File: config.mk
export PLATFORM = sky130hd
export DESIGN_NAME = bsea_status
export DESIGN_NICKNAME = d
export VERILOG_FILES = /design/src/verilog/bsea_flag.v /design/src/verilog/bsea_status.v
export VERILOG_INCLUDE_DIRS = /design/src /design/src/verilog
export SDC_FILE = /design/constraint.sdc
export NUM_CORES = 1
export LEC_CHECK = 0
export BUFFER_PORTS_ARGS = -buffer_cell sky130_fd_sc_hd__buf_2
export CELL_PAD_IN_SITES_DETAIL_PLACEMENT = 1
export CELL_PAD_IN_SITES_GLOBAL_PLACEMENT = 2
export CORE_MARGIN = 1.5
export CORE_UTILIZATION = 24
export CTS_CLUSTER_DIAMETER = 60
export DETAILED_ROUTE_END_ITERATION = 12
export MAX_ROUTING_LAYER = met4
export PLACE_DENSITY = 0.86
export SYNTH_ARGS = -nofsm -noshare
export SYNTH_HDL_FRONTEND = slang
export SYNTH_SLANG_ARGS = --single-unit
File: constraint.sdc
create_clock -name core_clk -period 2.9 [get_ports core_clk]
set_input_delay 0.58 -clock core_clk [delete_from_list [all_inputs] [get_ports core_clk]]
set_output_delay 0.58 -clock core_clk [all_outputs]
set_load 0.01 [all_outputs]
File: src/verilog/bsea_consts.vh
// Constants for the battery status and alarm word block.
// Assumes temperatures in units of 0.1 K and capacities/times in the same unit as their limits.
`ifndef BSEA_CONSTS_VH
`define BSEA_CONSTS_VH

// Command code of the status word
`define BSEA_CMD_STATUS 8'h16

// Error field codes
`define BSEA_ERR_OK 4'h0
`define BSEA_ERR_BUSY 4'h1
`define BSEA_ERR_RETRY 4'h2
`define BSEA_ERR_UNSUPPORTED 4'h3
`define BSEA_ERR_ACCESS_DENIED 4'h4
`define BSEA_ERR_OVER_UNDER 4'h5
`define BSEA_ERR_BAD_SIZE 4'h6
`define BSEA_ERR_UNKNOWN 4'h7

// Status word layout
`define BSEA_ERR_MSB 3
`define BSEA_ERR_LSB 0
`define BSEA_B_OVER_CHARGED 15
`define BSEA_B_TERM_CHARGE 14
`define BSEA_B_OVER_TEMP 12
`define BSEA_B_TERM_DISCHARGE 11
`define BSEA_B_REM_CAP 9
`define BSEA_B_REM_TIME 8
`define BSEA_B_INITIALIZED 7
`define BSEA_B_DISCHARGING 6
`define BSEA_B_FULLY_CHARGED 5
`define BSEA_B_FULLY_DISCHARGED 4
`define BSEA_STATUS_RST 16'h0000

// Serial memory image checks and status init bytes
`define BSEA_EE_LEN_ADDR 8'h00
`define BSEA_EE_LEN_VAL 8'h64
`define BSEA_EE_CHK_ADDR 8'h01
`define BSEA_EE_CHK_VAL 8'h5b
`define BSEA_EE_STAT_LO 8'h0c
`define BSEA_EE_STAT_HI 8'h0d
`define BSEA_EE_INIT_BIT 7

// Temperature thresholds: 43 C and 5 C hysteresis, in 0.1 K
`define BSEA_OT_CLR_C 16'h002b
`define BSEA_OT_HYST_C 16'h0005
`define BSEA_DK_PER_C 16'h000a
`define BSEA_ZERO_C_DK 16'h0aab

// Relative charge at which fully discharged clears: 20 percent
`define BSEA_FD_CLR_PCT 7'h14

`endif

File: src/verilog/bsea_flag.v
// One status or alarm bit with load, set and clear.
// Assumes all controls are synchronous to core_clk.
`timescale 1ns/1ps

module bsea_flag (
    input wire core_clk,
    input wire sys_rst,
    input wire load,
    input wire load_val,
    input wire set,
    input wire clr,
    output wire q
);
    reg flag_q;
    reg flag_d;

    // Load beats all; an event in the clearing cycle is kept (set beats clear)
    always @* begin
        flag_d = flag_q;
        if (load) begin
            flag_d = load_val;
        end else if (set) begin
            flag_d = 1'b1;
        end else if (clr) begin
            flag_d = 1'b0;
        end
    end

    // State held in one flop
    always @(posedge core_clk) begin
        if (sys_rst) begin
            flag_q <= 1'b0;
        end else begin
            flag_q <= flag_d;
        end
    end

    assign q = flag_q;
endmodule // bsea_flag

File: src/verilog/bsea_status.v
// Battery status word: error field plus alarm and status bits.
// Assumes the serial bus engine, memory loader and gauge logic share core_clk.
`timescale 1ns/1ps
`include "bsea_consts.vh"

module bsea_status #(
    parameter W = 16
) (
    input wire core_clk,
    input wire sys_rst,
    input wire ee_load_start,
    input wire ee_byte_valid,
    input wire [7:0] ee_byte_addr,
    input wire [7:0] ee_byte_data,
    input wire ee_load_done,
    input wire ee_load_fail,
    input wire cmd_done,
    input wire cmd_write,
    input wire [7:0] cmd_code,
    input wire cmd_supported,
    input wire cmd_read_only,
    input wire cmd_busy,
    input wire cmd_retry,
    input wire cmd_bad_size,
    input wire cmd_range_err,
    input wire cmd_other_err,
    input wire is_charging,
    input wire valid_charge,
    input wire dtdt_term,
    input wire taper_term,
    input wire over_current,
    input wire over_voltage,
    input wire max_overcharge,
    input wire [W-1:0] temperature,
    input wire [W-1:0] max_temperature,
    input wire [W-1:0] pack_voltage,
    input wire [W-1:0] final_discharge_voltage_threshold,
    input wire [W-1:0] remaining_capacity_count,
    input wire [W-1:0] capacity_alarm_level,
    input wire [W-1:0] full_charge_level,
    input wire [W-1:0] remaining_time_est,
    input wire [W-1:0] time_alarm_level,
    input wire [W-1:0] avg_time_to_empty,
    input wire [6:0] relative_soc,
    output wire [15:0] battery_status_word,
    output wire eeprom_valid,
    output wire error_pending
);
    localparam [1:0] EE_IDLE = 2'b00;
    localparam [1:0] EE_LOAD = 2'b01;
    localparam [1:0] EE_GOOD = 2'b10;
    localparam [1:0] EE_BAD = 2'b11;

    // Temperature limit in 0.1 K, guarded against wrap below zero
    function [W-1:0] minus_c;
        input [W-1:0] t_dk;
        input [15:0] c;
        reg [W-1:0] d;
        begin
            d = c * `BSEA_DK_PER_C;
            minus_c = (t_dk > d) ? (t_dk - d) : {W{1'b0}};
        end
    endfunction

    reg [1:0] ee_state_q;
    reg [1:0] ee_state_d;
    reg len_ok_q;
    reg chk_ok_q;
    reg [15:0] init_word_q;
    reg eeprom_valid_q;
    reg [3:0] err_q;
    reg [3:0] err_d;
    reg err_pend_q;
    reg term_q;
    reg [W-1:0] rm_prev_q;
    wire run;
    wire load_good;
    wire load_bad;
    wire term_now;
    wire term_rise;
    wire chg_fault;
    wire [W-1:0] ot_abs_dk;
    wire [W-1:0] ot_rel_dk;
    wire rm_grew;
    wire read_only;
    wire f_oc, f_tc, f_ot, f_td, f_rc, f_rt, f_in, f_dc, f_fc, f_fd;

    // Gauge logic runs only once the memory image was accepted
    assign run = (ee_state_q == EE_GOOD);
    assign load_good = (ee_state_q == EE_LOAD) && ee_load_done && !ee_load_fail
        && len_ok_q && chk_ok_q;
    assign load_bad = (ee_state_q == EE_LOAD)
        && (ee_load_fail || (ee_load_done && !(len_ok_q && chk_ok_q)));

    // Loader sequence: a new start reloads from idle, good or bad; during a load it only clears the checks
    always @* begin
        ee_state_d = ee_state_q;
        case (ee_state_q)
            EE_IDLE: begin
                if (ee_load_start) begin
                    ee_state_d = EE_LOAD;
                end
            end
            EE_LOAD: begin
                if (load_bad) begin
                    ee_state_d = EE_BAD;
                end else if (load_good) begin
                    ee_state_d = EE_GOOD;
                end
            end
            EE_GOOD, EE_BAD: begin
                if (ee_load_start) begin
                    ee_state_d = EE_LOAD;
                end
            end
            default: begin
                ee_state_d = EE_IDLE;
            end
        endcase
    end

    // Image checks and the initial status bytes, captured as they stream in
    always @(posedge core_clk) begin
        if (sys_rst) begin
            ee_state_q <= EE_IDLE;
            len_ok_q <= 1'b0;
            chk_ok_q <= 1'b0;
            init_word_q <= `BSEA_STATUS_RST;
            eeprom_valid_q <= 1'b0;
        end else begin
            ee_state_q <= ee_state_d;
            eeprom_valid_q <= (ee_state_d == EE_GOOD);
            if (ee_load_start) begin
                len_ok_q <= 1'b0;
                chk_ok_q <= 1'b0;
            end else if (ee_byte_valid && ee_state_q == EE_LOAD) begin
                if (ee_byte_addr == `BSEA_EE_LEN_ADDR) begin
                    len_ok_q <= (ee_byte_data == `BSEA_EE_LEN_VAL);
                end
                if (ee_byte_addr == `BSEA_EE_CHK_ADDR) begin
                    chk_ok_q <= (ee_byte_data == `BSEA_EE_CHK_VAL);
                end
                if (ee_byte_addr == `BSEA_EE_STAT_LO) begin
                    init_word_q[7:0] <= ee_byte_data;
                end
                if (ee_byte_addr == `BSEA_EE_STAT_HI) begin
                    init_word_q[15:8] <= ee_byte_data;
                end
            end
        end
    end

    // The status word itself is read-only, whatever the engine says
    assign read_only = cmd_read_only || (cmd_code == `BSEA_CMD_STATUS);

    // Outcome of the finishing command; a load in progress counts as busy
    always @* begin
        err_d = `BSEA_ERR_OK;
        if (cmd_busy || ee_state_q == EE_LOAD) begin
            err_d = `BSEA_ERR_BUSY;
        end else if (cmd_retry || ee_state_q != EE_GOOD) begin
            err_d = `BSEA_ERR_RETRY;
        end else if (!cmd_supported) begin
            err_d = `BSEA_ERR_UNSUPPORTED;
        end else if (cmd_write && read_only) begin
            err_d = `BSEA_ERR_ACCESS_DENIED;
        end else if (cmd_write && cmd_bad_size) begin
            err_d = `BSEA_ERR_BAD_SIZE;
        end else if (cmd_range_err) begin
            err_d = `BSEA_ERR_OVER_UNDER;
        end else if (cmd_other_err) begin
            err_d = `BSEA_ERR_UNKNOWN;
        end
    end

    // Every completion replaces the code, so a read after an error clears it
    // unless that read fails too; the newer error then wins over the clear
    always @(posedge core_clk) begin
        if (sys_rst) begin
            err_q <= `BSEA_ERR_OK;
            err_pend_q <= 1'b0;
        end else if (cmd_done) begin
            err_q <= err_d;
            err_pend_q <= (err_d != `BSEA_ERR_OK);
        end
    end

    // History for edge and growth detection
    always @(posedge core_clk) begin
        if (sys_rst) begin
            term_q <= 1'b0;
            rm_prev_q <= {W{1'b0}};
        end else begin
            term_q <= term_now;
            rm_prev_q <= remaining_capacity_count;
        end
    end

    assign term_now = is_charging && (dtdt_term || taper_term);
    assign term_rise = term_now && !term_q;
    assign chg_fault = is_charging
        && (over_current || over_voltage || f_ot || dtdt_term || taper_term);
    assign ot_abs_dk = `BSEA_ZERO_C_DK + `BSEA_OT_CLR_C * `BSEA_DK_PER_C;
    assign ot_rel_dk = minus_c(max_temperature, `BSEA_OT_HYST_C);
    assign rm_grew = is_charging && (remaining_capacity_count > rm_prev_q);

    // Alarm bits
    bsea_flag u_over_charged (
        .core_clk(core_clk),
        .sys_rst(sys_rst),
        .load(load_good),
        .load_val(init_word_q[`BSEA_B_OVER_CHARGED]),
        .set(run && term_rise),
        .clr(run && (!is_charging || !term_now)),
        .q(f_oc)
    );

    bsea_flag u_term_charge (
        .core_clk(core_clk),
        .sys_rst(sys_rst),
        .load(load_good),
        .load_val(init_word_q[`BSEA_B_TERM_CHARGE]),
        .set(run && chg_fault),
        .clr(run && !chg_fault),
        .q(f_tc)
    );

    // Cleared as soon as either the fixed or the relative limit is reached
    bsea_flag u_over_temp (
        .core_clk(core_clk),
        .sys_rst(sys_rst),
        .load(load_good),
        .load_val(init_word_q[`BSEA_B_OVER_TEMP]),
        .set(run && (temperature > max_temperature)),
        .clr(run && (temperature <= ot_abs_dk || temperature <= ot_rel_dk)),
        .q(f_ot)
    );

    bsea_flag u_term_discharge (
        .core_clk(core_clk),
        .sys_rst(sys_rst),
        .load(load_good),
        .load_val(init_word_q[`BSEA_B_TERM_DISCHARGE]),
        .set(run && (pack_voltage < final_discharge_voltage_threshold)),
        .clr(run && (pack_voltage > final_discharge_voltage_threshold)),
        .q(f_td)
    );

    bsea_flag u_rem_cap (
        .core_clk(core_clk),
        .sys_rst(sys_rst),
        .load(load_good),
        .load_val(init_word_q[`BSEA_B_REM_CAP]),
        .set(run && (remaining_capacity_count < capacity_alarm_level)),
        .clr(run && ((capacity_alarm_level < remaining_capacity_count) || rm_grew)),
        .q(f_rc)
    );

    // Estimate only meaningful while discharging
    bsea_flag u_rem_time (
        .core_clk(core_clk),
        .sys_rst(sys_rst),
        .load(load_good),
        .load_val(init_word_q[`BSEA_B_REM_TIME]),
        .set(run && !is_charging && (remaining_time_est < time_alarm_level)),
        .clr(run && ((time_alarm_level < avg_time_to_empty) || valid_charge)),
        .q(f_rt)
    );

    // Status bits; initialized follows the memory bit, not the run gate
    bsea_flag u_initialized (
        .core_clk(core_clk),
        .sys_rst(sys_rst),
        .load(load_good),
        .load_val(ee_state_q == EE_LOAD && init_word_q[`BSEA_EE_INIT_BIT]),
        .set(1'b0),
        .clr(load_bad),
        .q(f_in)
    );

    bsea_flag u_discharging (
        .core_clk(core_clk),
        .sys_rst(sys_rst),
        .load(load_good),
        .load_val(init_word_q[`BSEA_B_DISCHARGING]),
        .set(run && !is_charging),
        .clr(run && is_charging),
        .q(f_dc)
    );

    bsea_flag u_fully_charged (
        .core_clk(core_clk),
        .sys_rst(sys_rst),
        .load(load_good),
        .load_val(init_word_q[`BSEA_B_FULLY_CHARGED]),
        .set(run && (term_rise || max_overcharge)),
        .clr(run && (remaining_capacity_count < full_charge_level)),
        .q(f_fc)
    );

    bsea_flag u_fully_discharged (
        .core_clk(core_clk),
        .sys_rst(sys_rst),
        .load(load_good),
        .load_val(init_word_q[`BSEA_B_FULLY_DISCHARGED]),
        .set(run && (pack_voltage < final_discharge_voltage_threshold)),
        .clr(run && (relative_soc >= `BSEA_FD_CLR_PCT)),
        .q(f_fd)
    );

    // Word assembled from flops only; reserved bits 13 and 10 read zero
    assign battery_status_word = {f_oc, f_tc, 1'b0, f_ot, f_td, 1'b0, f_rc, f_rt,
        f_in, f_dc, f_fc, f_fd, err_q};
    assign eeprom_valid = eeprom_valid_q;
    assign error_pending = err_pend_q;
endmodule // bsea_status

# After elaboration in Yosys (flattened, before gate mapping)
# Index checks and enable logic that the tools add are counted.
# classes
n_mul,0
n_reduce_logical,71
bitwise,1
n_eq_ne,11
shift,0
order_cmp,13
n_div,0
add_sub_neg,1
muxes,41
# op_table
operator,n
$lt A16 B16 Y1,6
$gt A16 B16 Y1,3
$logic_and A1 B1 Y1,32
$mux W1,29
$reduce_bool A3 Y1,9
$mux W3,7
$eq A8 B4 Y1 const B,2
$eq A8 B7 Y1 const B,2
$gt A16 B6 Y1 const B,1
$le A16 B12 Y1 const B,1
$le A16 B16 Y1,1
$mux W16,1
$sub A16 B6 Y16 const B,1
$logic_or A1 B1 Y1,14
$eq A8 B1 Y1 const B,1
$eq A8 B5 Y1 const B,1
$logic_not A8 Y1,1
$ge A7 B5 Y1 const B,1
$eq A2 B2 Y1 const B,3
$logic_not A1 Y1,6
$mux W2,3
$reduce_and A3 Y1,2
$pmux W2 S2,1
$reduce_and A2 Y1,2
8 further kinds,8
# word_totals
latchBits,0
output_inout_bits,18
mem_bits_rw,0
romBits,0
memories,0
input_bits,213
ff_bits,53

# Longest topological paths before layout
# Gate-level depths: netlist (run 1).
# depth
depth_word,10
ltp_mapped,14

# Hierarchy
# From an unflattened synthesis (run 1), not the netlist that was laid out.
# unflattened
cells_unflattened,701
area_unflattened_um2,5454.0
# by_module_without_submodules
mod,cells_each,instances,area_each_um2
bsea_status,651,1,4966.0
bsea_flag,5,10,48.8

# Worst setup path after synthesis (run 1)
# No wires, ideal clock.
# synth_path
kind,in2reg
start,in max_temperature[1]
end,"reg u_over_temp.flag_q, in the netlist u_over_temp.q"
arrival_time_ns,2.689
stages,14
path_slack_ns,0.090
path_cell_list,inv_1 -> ha_1 -> a21oi_1 -> or2_2 -> nor4_1 -> xnor2_1 -> nand2_1 -> ha_1 -> a21oi_1 -> nor2b_1 -> o21ai_0 -> nand3_1 -> nor4_1 -> o2bb2ai_1
# synth_between
elab_chain_len,6
word_cells_on_any_way,11
# synth_lines
item,line,rtl
"start, declared",bsea_status.v:35,"input wire [W-1:0] max_temperature,"
$sub A16 B6 Y16 / $gt A16 B6 Y1 (equally long branches),bsea_status.v:61,minus_c = (t_dk > d) ? (t_dk - d) : {W{1'b0}};
$mux W16,bsea_status.v:61,
$le A16 B16 Y1,bsea_status.v:235,".clr(run && (temperature <= ot_abs_dk || temperature <= ot_rel_dk)),"
$logic_or A1 B1 Y1,bsea_status.v:235,
$logic_and A1 B1 Y1,bsea_status.v:235,
$reduce_bool A3 Y1 (no line),n/a,
"end signal, assigned",bsea_flag.v:34,flag_q <= flag_d;
"end, declared",bsea_flag.v:14,reg flag_q;
# Several ways; a longest one is shown, not always the timed one.
# A chain may end at the register's enable or synchronous reset.

# Final worst setup path (run 1)
# Ends and elaborated chain as after synthesis.

==> metrics.yaml, run 1 <==
status: "complete, no violations"
path_buf_inv: 4
maxCapViolCount: 0
syn-mean-instance-area_um2: 7.60
grt_start_max_net_pins: 29
layout-drive-gt1-share_pct: 30.1
grt_pass1_vias: 5922
hold_buffers: 0
netlist_instances: 698
maxSlewHeadroom_pct: 56.8
critPathMostFrequentCell: "buf_4"
ys_types: 55
switchingPower_w: 0.000665
power.density_nw_per_um2: 281
h-tree-depth: 2
maxSlewViolCount: 0
final_cell_mix: "225 x buf_2, 125 x ha_1, 111 x inv_1"
numCtsBuffers: 5
hold_class: "reg2reg"
cts.sink_count: 46
clockBufferDepth: 2
startpoint_type: "input pin"
final_common_cell: "buf_2"
drt_wl_total_mm: 17.4
hpwl_mm: 15.7
ant_nets: 0
antenna_found_initial: 1
fin_util_pct: 32.8
drtIter0Drc: 102
report.final.hold_viol_count: 0
cts_tree: "built"
yosysSeqAreaShare_pct: 17.4
cp.required_ns: 3.14
cts.clk_slew.worst_paths_ns: 0.07
path_cells: "buf_2, inv_1, ha_2, a21oi_1, or2_4, buf_4, nor3_2, xnor2_1, nand2_1, ha_1, nand4_1, buf_4, a2111oi_2, nor4_2, o2bb2ai_1"
initial_core_util_pct: 24.4
grt_overflow: 0
fin_crit_sh_pct: 94.3
finalSetupViolCount: 0
end_kind: "register"
p_int_w: 0.00134
die-area_um2: 23000
cp_data_arrival_time_ns: 2.97
die_w_um: 152
global_route.usage.total_pct: 15.6
ys_seq_elements: 46
netlist_area_um2: 5300
syn_to_final_growth_pct: 34.7
final_nets: 1288
synth_edf_count: 0
postLayoutCellArea_um2: 7140
swShare_pct: 33.2
wire_per_inst_um: 14.2
port_buffers: 225
cp_slowest_stage_delay_ns: 0.29
gp_congestion: 0.831
p_clk_share_pct: 29.5
finClkSkew_ns: 0.00858
path_max_fanout: 4
core_region_area_um2: 21800
drc: 0
placed_cell_area_um2: 6950
root_buffer: "clkbuf_16"
drtPass1Iterations: 4
grt_pass1_wl_mm: 27.8
hold_slack_ns: 0.459
path_delay_family: "simple AND/OR/NAND/NOR gates"
ys_warn_count: 0
max_freq_mhz: 366
slowest_stage: "ha_1"
layout.cells.non_filler: 1231
postLayoutSetupSlackWorst_ns: 0.165
num_rows: 54
p_leak_nw: 3.82
vias_per_cell: 4.65
num_io_pins: 231
clk_latency_ns: 0.29
dp.cells: 1221
vias: 5721
yosys_most_used_dff: "dfxtp_1"
comb_power_share_pct: 37.2
dp_slack_ns: -0.276
synth_async_sr_flop_share_pct: 0
die_h_um: 152
worstMarginPinSlew_ns: 0.646
p_seq_share_pct: 33.3
critPathKind: "in2reg"
max-vdd-ir-drop_mv: 0.194
period_needed_ns: 2.74
[what timing repair did]
| item | CTS | global route |
|---|---|---|
| buffers inserted | 0 | 1 |
| hold endpoints to repair | 0 | 0 |
| setup endpoints to repair | 0 | 1 |
| resized for setup | 0 | 10 |
[sequential cells by signal (all words and copies together), names as in the netlist, 2 cells and up]
register     count
ee_state_q       2
err_q            3
init_word_q     10
rm_prev_q       16
[power groups by stage]
stage / logic, W / clock network [W] / registers (W)
after floorplan: 0.000404 / 0 / 0.000680
after global placement: 0.000730 / 0 / 0.000680
after detailed placement: 0.000753 / 0 / 0.000681
after CTS: 0.000758 / 0.000612 / 0.000666
after global routing: 0.000867 / 0.000631 / 0.000669
final: 0.000746 / 0.000591 / 0.000666
[worst min-delay path, stage by stage, from the launching register on]
cell and delay (ns):
dfxtp_1 0.32, nand2_1 0.05, a21oi_1 0.05
[synthesized netlist by cell type, types with 3 or more instances]
cell	count	area (um^2)
ha_1	126	1580
inv_1	111	417
nor2_1	59	221
nand2_1	57	214
a21oi_1	53	265
dfxtp_1	46	921
nand4_1	27	169
nand3_1	21	105
o21ai_0	21	105
nor3_1	18	90.1
buf_4	13	97.6
a2111oi_0	11	96.3
a21o_1	11	82.6
nand2b_1	11	68.8
xnor2_1	11	96.3
o211ai_1	10	75.1
clkbuf_1	9	33.8
nor2b_1	9	56.3
nor4_1	9	56.3
mux2i_1	8	80.1
a211oi_1	7	52.6
o41ai_1	4	35.0
a31oi_1	3	18.8
o21a_1	3	22.5
[logic make-up (layout without fill, tap and decap cells)]
logic type	Yosys count	count (layout)	share of synthesized area, %
buffers and inverters	135	385	10.5
AOI/OAI and AO/OA	139	139	16.9
other	1	4	0.0707
muxes	8	8	1.51
adders and majority gates	126	126	29.7
and+or+nand+nor	231	231	21.9
DFF	46	46	17.4
xor gates and xnor gates	12	12	1.98
[metrics by stage]
stage          power [W]  setup TNS [ns]
2_1_floorplan    0.00108               0
3_3_place_gp     0.00141          -0.182
3_5_place_dp     0.00143          -0.276
4_1_cts          0.00204               0
5_1_grt          0.00217         -0.0367
6_report         0.00200               0
[final cells by class]
class                      count  area (um^2)
clock buffer                   5          125
inverter                     111          417
timing repair buffer         266         1430
clock inverter                 3         21.3
tap                          280          350
antenna                        1         2.50
multi-input combinational    519         3870
fill                        2773        14600
sequential                    46          921
[worst paths after layout]
check	start	endpoint	slack, ns	cells after the start
max reg2reg	ee_state_q[1]	u_rem_cap.q	0.83	6
min	init_word_q[14]	init_word_q[14]	0.46	2
max	max_temperature[1]	u_over_temp.q	0.16	15
min reg2reg	init_word_q[14]	init_word_q[14]	0.46	2
[layer usage]
layer / global-route usage, % / wire length (um) / vias to the layer above
met5: - / 0 / -
met2: 27.6 / 8530 / 128
met1: 18.6 / 7720 / 2625
met3: 2.10 / 872 / 18
li1: - / - / 2950
met4: 3.94 / 311 / 0
No activity file was read; power rests on OpenSTA's default activity.
==> run 2, diff against run 1 <==
Settings changed: CTS_BUF_LIST set to sky130_fd_sc_hd__clkbuf_2 sky130_fd_sc_hd__clkbuf_4 sky130_fd_sc_hd__clkbuf_8.
==> run 2 against run 1 <==
Compared with the run above: global-route usage is 0.085 points higher; hold slack gained 0.0043 ns; final cell count unchanged; via count barely moved; count of clock-buffer cells in the layout unchanged; critical endpoint unchanged.
==> metrics.yaml, run 2 (synthesis gave the netlist of run 1 again) <==
cts.clk_slew.worst_paths_ns: 0.10  # +0.03 ns
drc: 0  # unchanged
top_regs: "rm_prev_q (16), init_word_q (10), err_q (3)"
postLayoutSetupSlackWorst_ns: 0.192  # +0.0270 ns
grt_pass1_vias: 5903  # -0.32%
path_buf_inv: 4  # unchanged
die_h_um: 152  # unchanged
grt_overflow: 0  # unchanged
max_freq_mhz: 369  # +1.0%
power.density_nw_per_um2: 259  # -7.7%
whs_path_depth: 2  # unchanged
report.final.hold_viol_count: 0  # unchanged
layout-drive-gt1-share_pct: 30.1  # unchanged
worstReg2RegEnd: "u_rem_cap.q"
p_leak_nw: 3.80  # -0.67%
hold_class: "reg2reg"
min_to: "init_word_q[14]"
dp_slack_ns: -0.276  # unchanged
critPathKind: "in2reg"
vias_per_cell: 4.65  # about the same
postLayoutCellArea_um2: 7090  # -0.79%
routed.top_layer: "met4"
wl_met2_mm: 8.58  # +0.54%
layout.cells.non_filler: 1231  # unchanged
wire_per_inst_um: 14.2  # +0.14%
max-vdd-ir-drop_mv: 0.177  # -9.0%
h-tree-depth: 2  # unchanged
drtPass1Iterations: 4  # unchanged
cts.sink_count: 46  # unchanged
final_cell_mix: "225 x buf_2, 125 x ha_1, 111 x inv_1"
root_buffer: "clkbuf_8"
drtIter0Drc: 101  # -0.98%
met3_length_um: 906  # +3.9%
dp.cells: 1221  # unchanged
path_max_fanout: 4  # unchanged
startpoint_type: "input pin"
maxSlewHeadroom_pct: 57.1  # +0.27 points
hpwl_mm: 15.7  # unchanged
rrSetupSlack_ns: 0.84  # about the same
rsz0062_at_grt: "false"
grt_start_max_net_pins: 29  # unchanged
r2r_start: "ee_state_q[1]"
critPathMostFrequentCell: "buf_4"
clk_latency_ns: 0.32  # +0.03 ns
syn_to_final_growth_pct: 33.6
numCtsBuffers: 5  # unchanged
largest_register_ffs: 16  # unchanged
period_needed_ns: 2.71  # -0.0270 ns
worstMarginPinSlew_ns: 0.642  # -0.00398 ns
largest_register: "rm_prev_q"
status: "complete, no violations"
maxCapViolCount: 0  # unchanged
finalSetupViolCount: 0  # unchanged
path_delay_family: "simple AND/OR/NAND/NOR gates"
num_rows: 54  # unchanged
die_w_um: 152  # unchanged
ant_nets: 0  # unchanged
grt_pass1_wl_mm: 27.8  # +0.15%
die-area_um2: 23000  # unchanged
cp_slowest_stage_delay_ns: 0.29  # about the same
antenna_found_initial: 1  # unchanged
maxSlewViolCount: 0  # unchanged
initial_core_util_pct: 24.4  # unchanged
final_common_cell: "buf_2"
cp_data_arrival_time_ns: 2.97  # about the same
num_io_pins: 231  # unchanged
global_route.usage.total_pct: 15.7  # +0.085 points
clockBufferDepth: 2  # unchanged
placed_cell_area_um2: 6950  # unchanged
gp_congestion: 0.831  # unchanged
wl_met1_mm: 7.69  # -0.38%
core_region_area_um2: 21800  # unchanged
cts_tree: "built"
port_buffers: 225  # unchanged
finClkSkew_ns: 0.0110  # +0.00237 ns
hold_buffers: 0  # unchanged
end_kind: "register"
fin_crit_sh_pct: 93.4  # -0.93 points
drt_wl_total_mm: 17.5  # +0.14%
hold_start: "init_word_q[14]"
ff2ff_path_depth: 6  # unchanged
vias: 5725  # +0.070%
path_cells: "buf_2, inv_1, ha_2, a21oi_1, or2_4, buf_4, nor3_2, xnor2_1, nand2_1, ha_1, nand4_1, buf_4, a2111oi_2, nor4_2, o2bb2ai_1"
final_nets: 1288  # unchanged
cp.required_ns: 3.16  # +0.02 ns
slowest_stage: "ha_1"
-- run 2: cell counts in the layout (fill, tap and decap cells not counted) --
Identical to the previous run, type by type.
-- run 2: timing repair --
action,4_1_cts,5_1_grt
resized for setup,0,10
endpoints found under the setup margin,0,1
setup buffers,0,1
-- run 2: through the flow --
step	TNS, ns	hold slack (ns)	util, %	total power, W
floorplan	0	0.432	-	0.00108
global placement	-0.182	0.439	31.9	0.00141
detailed placement	-0.276	0.452	31.9	0.00143
CTS	0	0.472	32.3	0.00187
global route	0	0.496	32.6	0.00201
finish	0	0.463	32.6	0.00183
-- run 2: worst max-delay path by stage --
stage / from / end / slack [ns] / cells after the start
after detailed placement: max_temperature[2] / u_over_temp.q / -0.28 / 15
after CTS: max_temperature[2] / u_over_temp.q / 0.07 / 15
after global routing: max_temperature[1] / u_over_temp.q / 0.009 / 15
after global placement: max_temperature[1] / u_over_temp.q / -0.18 / 15
final: max_temperature[1] / u_over_temp.q / 0.19 / 15
after floorplan: max_temperature[1] / u_over_temp.q / 0.09 / 14
-- run 2: final cells by class --
| class | count | area (um^2) |
|---|---|---|
| Clock inverter | 3 | 21.3 |
| Fill cell | 2779 | 14700 |
| Sequential cell | 46 | 921 |
| Tap cell | 280 | 350 |
| Clock buffer | 5 | 68.8 |
| Multi-Input combinational cell | 519 | 3870 |
| Antenna cell | 1 | 2.50 |
| Timing Repair Buffer | 266 | 1430 |
| Inverter | 111 | 417 |
-- run 2: routing by layer --
| layer | up-vias | track usage (%) |
|---|---|---|
| li1 | 2950 | - |
| met1 | 2628 | 18.6 |
| met2 | 129 | 27.6 |
| met3 | 18 | 2.54 |
| met4 | 0 | 3.65 |
| met5 | - | - |
-- run 2: where the power goes --
group	internal (W)	total [W]	switching, W
Clock	0.000170	0.000422	0.000252
Combinational	0.000362	0.000746	0.000384
Sequential	0.000656	0.000666	0.0000104
Total	0.00119	0.00183	0.000646
-- run 2: worst reg2reg max path: stages, from the launching register on --
cell and delay, ns:
dfxtp_1 0.38, and2b_1 0.27, nand4_1 0.50, o21ai_0 0.28, nor3_1 0.21, o21ai_0 0.12
o211a_1 0.22
